`src/rtl/timer16_pkg.sv`:
```
package timer16_pkg;
  // --------------------------------------------------------------------
  // register map (byte addresses, one word each)
  // --------------------------------------------------------------------
  localparam logic [5:0] ADDR_CTRL_A = 6'h00;
  localparam logic [5:0] ADDR_CTRL_B = 6'h04;
  localparam logic [5:0] ADDR_COMPARE_A = 6'h08;
  localparam logic [5:0] ADDR_COMPARE_B = 6'h0C;
  localparam logic [5:0] ADDR_COMPARE_C = 6'h10;
  localparam logic [5:0] ADDR_CAPTURE = 6'h14;
  localparam logic [5:0] ADDR_COUNT = 6'h18;
  localparam logic [5:0] ADDR_STATUS = 6'h1C;
  localparam logic [5:0] ADDR_MASK = 6'h20;
  localparam logic [5:0] ADDR_DIR = 6'h24;
  localparam int ADDR_W = 6;
  // --------------------------------------------------------------------
  // field positions and reset values
  // --------------------------------------------------------------------
  localparam int CHAN_A_LSB = 6;
  localparam int CHAN_B_LSB = 4;
  localparam int CHAN_C_LSB = 2;
  localparam int NOISE_BIT = 7;
  localparam int EDGE_BIT = 6;
  localparam logic [7:0] CTRL_RESET = 8'h00;
  localparam logic [15:0] VALUE_RESET = 16'h0000;
  localparam logic [31:0] BUS_ERR_DATA = 32'h0000_0000;
  // status bits: overflow, match a/b/c, capture
  localparam int ST_OVF = 0;
  localparam int ST_MA = 1;
  localparam int ST_CAP = 4;
  localparam int ST_W = 5;
  // --------------------------------------------------------------------
  // tops and prescale
  // --------------------------------------------------------------------
  localparam logic [15:0] TOP_MAX = 16'hFFFF;
  localparam logic [15:0] TOP_8 = 16'h00FF;
  localparam logic [15:0] TOP_9 = 16'h01FF;
  localparam logic [15:0] TOP_10 = 16'h03FF;
  localparam logic [15:0] BOTTOM = 16'h0000;
  localparam logic [9:0] DIV_8 = 10'h007;
  localparam logic [9:0] DIV_64 = 10'h03F;
  localparam logic [9:0] DIV_256 = 10'h0FF;
  localparam logic [9:0] DIV_1024 = 10'h3FF;
  localparam logic [1:0] FILTER_LEN = 2'h3;
  // waveform families
  typedef enum logic [3:0] {
    FAM_NORMAL = 4'h1,
    FAM_FAST = 4'h2,
    FAM_PHASE = 4'h4,
    FAM_PFC = 4'h8
  } family_t;
  // per-mode decode
  typedef struct packed {
    family_t fam;
    logic [15:0] top;
    logic reserved;
  } mode_t;
endpackage

```
`src/rtl/timer16_waveform_mode_control.sv`:
```
// Contract
// - nonzero action field hands pin to compare
// - pin driven only when direction bit set
// - non-PWM: off, toggle, clear, set on match
// - fast PWM: 10 clear/set-top, 11 inverse
// - PWM 01: toggle A only when mode bit3
// - fast PWM compare equal top: top action only
// - dual slope: 10 clear up, set down
// - mode low bits ctrl_a, high bits ctrl_b
// - normal/clear-on-match tops, immediate, overflow at max
// - fixed tops 8, 9, 10 bit
// - variable tops from capture or compare A
// - buffer load and overflow point per family
// - clock source stop, prescale, external edges
// - capture edge select falling or rising
// - noise filter four equal samples
// - dual slope extremes hold output constant
module timer16_waveform_mode_control (
  // clock and reset
  input wire logic clk_sys,
  input wire logic rst_n,
  // avalon-mm slave
  input wire logic [5:0] address,
  input wire logic read,
  input wire logic write,
  input wire logic [31:0] writedata,
  output logic [31:0] readdata,
  output logic waitrequest,
  // pins
  input wire logic extClockPin,
  input wire logic capturePin,
  output logic [2:0] compareOut,
  output logic [2:0] pinOverride,
  output logic [2:0] pinOutEnable,
  // interrupt
  output logic irq
);
  // --------------------------------------------------------------------
  // registers
  // --------------------------------------------------------------------
  localparam int ST_W = timer16_pkg::ST_W;
  logic [7:0] ctrlA; // action fields and mode low bits
  logic [7:0] ctrlB; // filter, edge, mode high bits, clock
  logic [15:0] cmpBuf [3]; // software-written compare values
  logic [15:0] cmpAct [3]; // values in use by the comparators
  logic [15:0] captureValue;
  logic [15:0] countValue;
  logic [2:0] portDir; // direction bits of the three pins
  logic [ST_W-1:0] status;
  logic [ST_W-1:0] mask;
  logic countDown;
  logic [2:0] ocState; // compare output flip-flops
  logic ackPend; // one wait cycle per access
  logic [9:0] prescale;
  logic extSync1, extSync2, extPrev;
  logic capSync1, capSync2, capFilt, capPrev;
  logic [1:0] capCnt;

  // --------------------------------------------------------------------
  // mode decode
  // --------------------------------------------------------------------
  logic [3:0] waveGenSelect;
  timer16_pkg::mode_t modeInfo;
  logic [2:0] clockSourceSelect;
  assign waveGenSelect = {ctrlB[4:3], ctrlA[1:0]};
  assign clockSourceSelect = ctrlB[2:0];

  // top source and family per mode
  always_comb begin
    modeInfo.reserved = 1'b0;
    modeInfo.fam = timer16_pkg::FAM_NORMAL;
    modeInfo.top = timer16_pkg::TOP_MAX;
    case (waveGenSelect)
      4'h0: modeInfo.top = timer16_pkg::TOP_MAX;
      4'h1: begin
        modeInfo.fam = timer16_pkg::FAM_PHASE;
        modeInfo.top = timer16_pkg::TOP_8;
      end
      4'h2: begin
        modeInfo.fam = timer16_pkg::FAM_PHASE;
        modeInfo.top = timer16_pkg::TOP_9;
      end
      4'h3: begin
        modeInfo.fam = timer16_pkg::FAM_PHASE;
        modeInfo.top = timer16_pkg::TOP_10;
      end
      4'h4: modeInfo.top = cmpAct[0];
      4'h5: begin
        modeInfo.fam = timer16_pkg::FAM_FAST;
        modeInfo.top = timer16_pkg::TOP_8;
      end
      4'h6: begin
        modeInfo.fam = timer16_pkg::FAM_FAST;
        modeInfo.top = timer16_pkg::TOP_9;
      end
      4'h7: begin
        modeInfo.fam = timer16_pkg::FAM_FAST;
        modeInfo.top = timer16_pkg::TOP_10;
      end
      4'h8: begin
        modeInfo.fam = timer16_pkg::FAM_PFC;
        modeInfo.top = captureValue;
      end
      4'h9: begin
        modeInfo.fam = timer16_pkg::FAM_PFC;
        modeInfo.top = cmpAct[0];
      end
      4'hA: begin
        modeInfo.fam = timer16_pkg::FAM_PHASE;
        modeInfo.top = captureValue;
      end
      4'hB: begin
        modeInfo.fam = timer16_pkg::FAM_PHASE;
        modeInfo.top = cmpAct[0];
      end
      4'hC: modeInfo.top = captureValue;
      4'hD: modeInfo.reserved = 1'b1;
      4'hE: begin
        modeInfo.fam = timer16_pkg::FAM_FAST;
        modeInfo.top = captureValue;
      end
      default: begin
        modeInfo.fam = timer16_pkg::FAM_FAST;
        modeInfo.top = cmpAct[0];
      end
    endcase
  end

  // --------------------------------------------------------------------
  // clock source
  // --------------------------------------------------------------------
  // external pin: two-flop sync, edge taken from second stage only
  always_ff @(posedge clk_sys or negedge rst_n) begin
    if (!rst_n) begin
      extSync1 <= 1'b0;
      extSync2 <= 1'b0;
      extPrev <= 1'b0;
    end else begin
      extSync1 <= extClockPin;
      extSync2 <= extSync1;
      extPrev <= extSync2;
    end
  end

  // free-running prescaler; the tick is a clock enable, not a clock
  always_ff @(posedge clk_sys or negedge rst_n) begin
    if (!rst_n) begin
      prescale <= 10'h000;
    end else begin
      prescale <= prescale + 10'h001;
    end
  end

  logic tick;
  always_comb begin
    case (clockSourceSelect)
      3'h0: tick = 1'b0;
      3'h1: tick = 1'b1;
      3'h2: tick = (prescale[2:0] == timer16_pkg::DIV_8[2:0]);
      3'h3: tick = (prescale[5:0] == timer16_pkg::DIV_64[5:0]);
      3'h4: tick = (prescale[7:0] == timer16_pkg::DIV_256[7:0]);
      3'h5: tick = (prescale == timer16_pkg::DIV_1024);
      3'h6: tick = extPrev & ~extSync2;
      default: tick = ~extPrev & extSync2;
    endcase
  end

  // --------------------------------------------------------------------
  // counter and buffered compare values
  // --------------------------------------------------------------------
  logic atTop, atBottom, isPwm, isFast, isDual;
  logic loadNow, ovfNow;
  logic [2:0] match;
  assign atTop = (countValue == modeInfo.top);
  assign atBottom = (countValue == timer16_pkg::BOTTOM);
  assign isFast = (modeInfo.fam == timer16_pkg::FAM_FAST);
  assign isDual = (modeInfo.fam == timer16_pkg::FAM_PHASE) |
                  (modeInfo.fam == timer16_pkg::FAM_PFC);
  assign isPwm = isFast | isDual;

  // load and overflow points per family
  always_comb begin
    case (modeInfo.fam)
      timer16_pkg::FAM_FAST: begin
        loadNow = atTop;
        ovfNow = atTop;
      end
      timer16_pkg::FAM_PHASE: begin
        loadNow = atTop;
        ovfNow = atBottom & countDown;
      end
      timer16_pkg::FAM_PFC: begin
        loadNow = atBottom & countDown;
        ovfNow = atBottom & countDown;
      end
      default: begin
        loadNow = 1'b1;
        ovfNow = (countValue == timer16_pkg::TOP_MAX);
      end
    endcase
  end

  always_ff @(posedge clk_sys or negedge rst_n) begin
    if (!rst_n) begin
      countValue <= timer16_pkg::VALUE_RESET;
      countDown <= 1'b0;
    end else if (write && ackPend && address == timer16_pkg::ADDR_COUNT) begin
      countValue <= writedata[15:0];
    end else if (tick && !modeInfo.reserved) begin
      if (isDual) begin
        if (atTop) begin
          countDown <= 1'b1;
          countValue <= countValue - 16'h0001;
        end else if (atBottom && countDown) begin
          countDown <= 1'b0;
          countValue <= countValue + 16'h0001;
        end else if (countDown) begin
          countValue <= countValue - 16'h0001;
        end else begin
          countValue <= countValue + 16'h0001;
        end
      end else begin
        countDown <= 1'b0;
        countValue <= atTop ? timer16_pkg::BOTTOM : countValue + 16'h0001;
      end
    end
  end

  // buffer to active transfer
  always_ff @(posedge clk_sys or negedge rst_n) begin
    if (!rst_n) begin
      for (int i = 0; i < 3; i++) cmpAct[i] <= timer16_pkg::VALUE_RESET;
    end else begin
      for (int i = 0; i < 3; i++) begin
        if (!isPwm || (tick && loadNow)) cmpAct[i] <= cmpBuf[i];
      end
    end
  end

  // --------------------------------------------------------------------
  // capture input
  // --------------------------------------------------------------------
  always_ff @(posedge clk_sys or negedge rst_n) begin
    if (!rst_n) begin
      capSync1 <= 1'b1;
      capSync2 <= 1'b1;
      capFilt <= 1'b1;
      capPrev <= 1'b1;
      capCnt <= 2'h0;
    end else begin
      capSync1 <= capturePin;
      capSync2 <= capSync1;
      capPrev <= capFilt;
      if (!ctrlB[timer16_pkg::NOISE_BIT]) begin
        capFilt <= capSync2;
        capCnt <= 2'h0;
      end else if (capSync2 == capFilt) begin
        capCnt <= 2'h0;
      end else if (capCnt == timer16_pkg::FILTER_LEN) begin
        capFilt <= capSync2;
        capCnt <= 2'h0;
      end else begin
        capCnt <= capCnt + 2'h1;
      end
    end
  end

  logic capEvent;
  logic capAsTop;
  assign capAsTop = (waveGenSelect == 4'h8) | (waveGenSelect == 4'hA) |
                    (waveGenSelect == 4'hC) | (waveGenSelect == 4'hE);
  assign capEvent = !capAsTop && (ctrlB[timer16_pkg::EDGE_BIT] ?
                    (capFilt & ~capPrev) : (~capFilt & capPrev));

  // --------------------------------------------------------------------
  // compare outputs
  // --------------------------------------------------------------------
  always_ff @(posedge clk_sys or negedge rst_n) begin
    if (!rst_n) begin
      ocState <= 3'h0;
    end else if (tick) begin
      for (int i = 0; i < 3; i++) begin
        logic [1:0] act;
        logic hit;
        act = ctrlA[7-2*i -: 2];
        hit = (countValue == cmpAct[i]);
        if (!isPwm) begin
          if (hit) begin
            case (act)
              2'h1: ocState[i] <= ~ocState[i];
              2'h2: ocState[i] <= 1'b0;
              2'h3: ocState[i] <= 1'b1;
              default: ocState[i] <= ocState[i];
            endcase
          end
        end else if (act == 2'h1) begin
          if (i == 0 && waveGenSelect[3] && hit) ocState[i] <= ~ocState[i];
        end else if (act[1] && isFast) begin
          if (atTop) ocState[i] <= ~act[0];
          else if (hit) ocState[i] <= act[0];
        end else if (act[1] && isDual) begin
          if (cmpAct[i] == timer16_pkg::BOTTOM) ocState[i] <= act[0];
          else if (cmpAct[i] == modeInfo.top) ocState[i] <= ~act[0];
          else if (hit) ocState[i] <= countDown ? ~act[0] : act[0];
        end
      end
    end
  end

  // override and driver enable per pin
  always_comb begin
    for (int i = 0; i < 3; i++) begin
      pinOverride[i] = (ctrlA[7-2*i -: 2] != 2'h0);
      pinOutEnable[i] = pinOverride[i] & portDir[i];
    end
  end
  assign compareOut = ocState;

  // --------------------------------------------------------------------
  // events and interrupt
  // --------------------------------------------------------------------
  always_comb begin
    for (int i = 0; i < 3; i++) match[i] = tick && (countValue == cmpAct[i]);
  end

  logic [ST_W-1:0] evt;
  assign evt = {capEvent, match, tick & ovfNow};

  // a read clears only the bits it returned, so no event is lost; set wins
  always_ff @(posedge clk_sys or negedge rst_n) begin
    if (!rst_n) begin
      status <= '0;
    end else if (read && ackPend && address == timer16_pkg::ADDR_STATUS) begin
      status <= (status & ~readdata[ST_W-1:0]) | evt;
    end else begin
      status <= status | evt;
    end
  end
  assign irq = |(status & mask);

  // --------------------------------------------------------------------
  // avalon-mm slave: one wait cycle, answer on the second edge
  // --------------------------------------------------------------------
  assign waitrequest = (read | write) & ~ackPend;

  always_ff @(posedge clk_sys or negedge rst_n) begin
    if (!rst_n) ackPend <= 1'b0;
    else ackPend <= (read | write) & ~ackPend;
  end

  // register writes; reserved bit 5 of ctrl_b stays zero
  always_ff @(posedge clk_sys or negedge rst_n) begin
    if (!rst_n) begin
      ctrlA <= timer16_pkg::CTRL_RESET;
      ctrlB <= timer16_pkg::CTRL_RESET;
      for (int i = 0; i < 3; i++) cmpBuf[i] <= timer16_pkg::VALUE_RESET;
      mask <= '0;
      portDir <= 3'h0;
    end else if (write && ackPend) begin
      case (address)
        timer16_pkg::ADDR_CTRL_A: ctrlA <= writedata[7:0];
        timer16_pkg::ADDR_CTRL_B: ctrlB <= writedata[7:0] & 8'hDF;
        timer16_pkg::ADDR_COMPARE_A: cmpBuf[0] <= writedata[15:0];
        timer16_pkg::ADDR_COMPARE_B: cmpBuf[1] <= writedata[15:0];
        timer16_pkg::ADDR_COMPARE_C: cmpBuf[2] <= writedata[15:0];
        timer16_pkg::ADDR_MASK: mask <= writedata[ST_W-1:0];
        timer16_pkg::ADDR_DIR: portDir <= writedata[2:0];
        default: mask <= mask; // unmapped writes ignored
      endcase
    end
  end

  // capture register: software write or capture event
  always_ff @(posedge clk_sys or negedge rst_n) begin
    if (!rst_n) captureValue <= timer16_pkg::VALUE_RESET;
    else if (capEvent) captureValue <= countValue;
    else if (write && ackPend && address == timer16_pkg::ADDR_CAPTURE)
      captureValue <= writedata[15:0];
  end

  // read data registered at the accept edge
  always_ff @(posedge clk_sys or negedge rst_n) begin
    if (!rst_n) begin
      readdata <= timer16_pkg::BUS_ERR_DATA;
    end else if (read && !ackPend) begin
      case (address)
        timer16_pkg::ADDR_CTRL_A: readdata <= {24'h0, ctrlA};
        timer16_pkg::ADDR_CTRL_B: readdata <= {24'h0, ctrlB};
        timer16_pkg::ADDR_COMPARE_A: readdata <= {16'h0, cmpBuf[0]};
        timer16_pkg::ADDR_COMPARE_B: readdata <= {16'h0, cmpBuf[1]};
        timer16_pkg::ADDR_COMPARE_C: readdata <= {16'h0, cmpBuf[2]};
        timer16_pkg::ADDR_CAPTURE: readdata <= {16'h0, captureValue};
        timer16_pkg::ADDR_COUNT: readdata <= {16'h0, countValue};
        timer16_pkg::ADDR_STATUS: readdata <= {27'h0, status};
        timer16_pkg::ADDR_MASK: readdata <= {27'h0, mask};
        timer16_pkg::ADDR_DIR: readdata <= {29'h0, portDir};
        default: readdata <= timer16_pkg::BUS_ERR_DATA;
      endcase
    end
  end
endmodule

```
`config.mk`:
```
export PLATFORM = sky130hd
export DESIGN_NAME = timer16_waveform_mode_control
export DESIGN_NICKNAME = d
export VERILOG_FILES = /design/src/rtl/timer16_pkg.sv /design/src/rtl/timer16_waveform_mode_control.sv
export SDC_FILE = /design/constraint.sdc
export NUM_CORES = 1
export LEC_CHECK = 0
export BUFFER_PORTS_ARGS = -buffer_cell sky130_fd_sc_hd__buf_2
export CAP_MARGIN = 20
export CELL_PAD_IN_SITES_DETAIL_PLACEMENT = 1
export CELL_PAD_IN_SITES_GLOBAL_PLACEMENT = 1
export CORE_MARGIN = 2
export CORE_UTILIZATION = 30
export CTS_BUF_LIST = sky130_fd_sc_hd__clkbuf_2 sky130_fd_sc_hd__clkbuf_4 sky130_fd_sc_hd__clkbuf_8
export DETAILED_ROUTE_END_ITERATION = 7
export HOLD_SLACK_MARGIN = 0.15
export PLACE_DENSITY_LB_ADDON = 0.1
export REMOVE_ABC_BUFFERS = 1
export SYNTH_ARGS = -nofsm -noshare
export SYNTH_HDL_FRONTEND = slang
export SYNTH_SLANG_ARGS = --single-unit
```
`constraint.sdc`:
```
create_clock -name clk_sys -period 5.37 [get_ports clk_sys]
set_clock_uncertainty 0.1 [all_clocks]
set_input_delay 1.074 -clock clk_sys [delete_from_list [all_inputs] [get_ports clk_sys]]
set_output_delay 1.074 -clock clk_sys [all_outputs]
set_load 0.02 [all_outputs]
```
==> results.ini <==
[detailed_routing]
drt_iter0_drc = 1014
drc_errors = 0
vias_per_cell = 5.81
dr.pass1.iters = 5
wl_per_cell_um = 28.1
postRouteAntennaNets = 0
vias = 11100
totalWireLength_um = 53500

[synth]
synth_top_area_share = 0.387
ys_seq_elements = 196
netlist_area_mm2 = 0.0124
synthFlopType = dfrtp_1
synthDistinctLibCells = 87
synth-warning-count = 0
synth_area_per_cell_um2 = 9.40
seq_area_frac_synth = 0.396
syn_inst = 1321
yosys-top-cells-area = dfrtp_1, mux2_2, a21oi_1, nand2_1, xor2_1
synthArstFlopShare = 1.00
synth_most_common_cell = dfrtp_1
synth_edf_count = 0
synth_common_cells = dfrtp_1, mux2_2, a21oi_1, nand2_1, nor2_1
synth_area_leader_cell = dfrtp_1

[sta]
fin_hold_ws_ps = 259
grt_setup_unrepaired = false
final.setup.tns_ps = 0
fin_crit_sh = 0.901
maxSlewHeadroom = 0.297
slew_violations = 0
hold_viol = 0
fmax_mhz = 207
tightest_slew_ps = 1050
min_period_ps = 4840
finalSetupViolCount = 0

[critical_path]
cp_max_fo = 25
crit_type = reg -> reg
r2r_cells = 10
reg2reg_from = ctrlB[4]
start_kind = flip-flop
r2r_slack_ps = 530
cp-end-kind = flip-flop
slowest_stage = dfrtp_1
critical_path_arrival_ps = 5190
critPathTopFamily = simple AND/OR/NAND/NOR gates
path_cells = nand2_1, o32ai_2, o32ai_1, or4b_1, or4_1, nor2_2, a21oi_1, o21ai_4, buf_12, mux2_2
r2r_end = cmpAct[11]
crit_buf_inv = 1
required_ps = 5720
critPathMaxStageDelay_ps = 940

[power_and_ir_drop]
p_seq_frac = 0.451
vdd_drop_max_uv = 198
p_total_mw = 4.50
powerDensity_mw_per_mm2 = 325
power_frac_comb = 0.320
power.share.switching = 0.419
clock_power_share = 0.230
p_int_mw = 2.61
p_sw_mw = 1.89
leakagePower_nw = 6.14

[placed_design]
gp_congestion = 0.945
dp.cells = 1876
dp_hpwl_um = 39300
io_buffers = 54

[clock_network]
cts_tree = built
cts_resized = 0
clockBufferDepth = 2
clkTransAtPathRegs_ps = 120
numCtsBuffers = 17
cts_max_level = 4
clkSinkCount = 196
cts_setup_buffers = 0
cts_root_buf = clkbuf_8
postCtsHoldBufs = 0
insertion_delay_ps = 570

[final_layout]
area_growth_pct = 11.6
fin_nets = 1412
drive_gt1_frac = 0.214
finalNonFillerCells = 1908
diodes = 0
final_core_util = 0.339

[hold_path]
holdCritPathClass = reg -> reg
hold_depth = 0
hold_start = extSync1
min_to = extSync2

[global_route]
grt_pass1_vias = 11200
grt_usage = 0.251
overflow = 0
antenna_found_initial = 1
grt_max_degree = 98
grt_pass1_wl_um = 78900

[die]
rows = 74
die_area_mm2 = 0.0430
design.core.area_mm2 = 0.0408
die_h_um = 207
io_pins = 87
die_w_um = 207
start_util = 0.304

[status]
status = completed

[job]
drv_cap = 0

[layer usage]
metal	GRT usage	part of all wire	wire, µm
met1	0.358	0.47	25300
met3	0.0467	0.053	2850
met2	0.386	0.45	24100
met4	0.0746	0.024	1270
met5	0	0	0
[how the worst max path moves through the flow]
stage / startpoint / depth (start not counted) / end
after CTS: ctrlB[4] / 10 / cmpAct[14]
after global placement: ctrlB[4] / 10 / cmpAct[26]
after detailed placement: ctrlB[4] / 10 / cmpAct[11]
after global routing: ctrlB[4] / 10 / cmpAct[11]
after floorplan: ctrlA[0] / 9 / cmpAct[0]
final: ctrlB[4] / 10 / cmpAct[11]
[through the flow]
step	setup slack [ps]	instance area, µm²
floorplan	113	11900
global placement	671	13400
detailed placement	670	13400
CTS	634	13800
global route	363	13800
finish	529	13800
[area by class of cell]
class | instances | area [µm²]
fillers | 4692 | 27000
multi-input cells | 988 | 6880
flip-flops and latches | 196 | 4910
repair buffers | 124 | 851
well taps | 532 | 666
clock buffers | 17 | 234
clock inverters | 15 | 166
inverters | 36 | 135
[registers in the layout, summed over array words and instances (netlist names), 7 cells and up]
register,count
cmpAct,48
ctrlA,8
cmpBuf,48
countValue,16
prescale,10
ctrlB,7
captureValue,16
readdata,16
[cell usage in the layout, fill, tap and decap left out, types with 20 or more instances in the layout]
cell,instances
xnor2_1,26
and3_1,33
a22oi_1,25
buf_2,53
nand2b_1,23
nand4_1,20
a21oi_1,95
mux2_1,20
buf_4,67
nor4_1,36
nor2_1,68
mux2_2,100
nor3_1,34
xor2_1,39
dfrtp_1,192
nand3_1,27
inv_1,35
o21ai_0,42
nand2_1,94
[kinds of logic (layout without fill, tap and decap cells)]
logic type | after synthesis | in the layout | synth area share
simple gates | 412 | 412 | 0.176
compound gates | 357 | 357 | 0.202
flops | 196 | 196 | 0.396
buf+inv | 152 | 192 | 0.0565
mux | 133 | 133 | 0.119
xor+xnor | 65 | 65 | 0.0459
fa+ha+maj | 5 | 5 | 0.00504
other cells | 1 | 16 | 0.000302
[power groups by stage]
stage          clock network (mW)  logic, mW  registers (mW)
6_report                     1.03       1.44            2.03
2_1_floorplan                   0      0.850            1.92
5_1_grt                      1.12       1.57            2.06
3_5_place_dp                    0       1.42            2.05
4_1_cts                      1.08       1.43            2.03
3_3_place_gp                    0       1.40            2.05
Note: power is estimated with default switching activity, not from simulation.
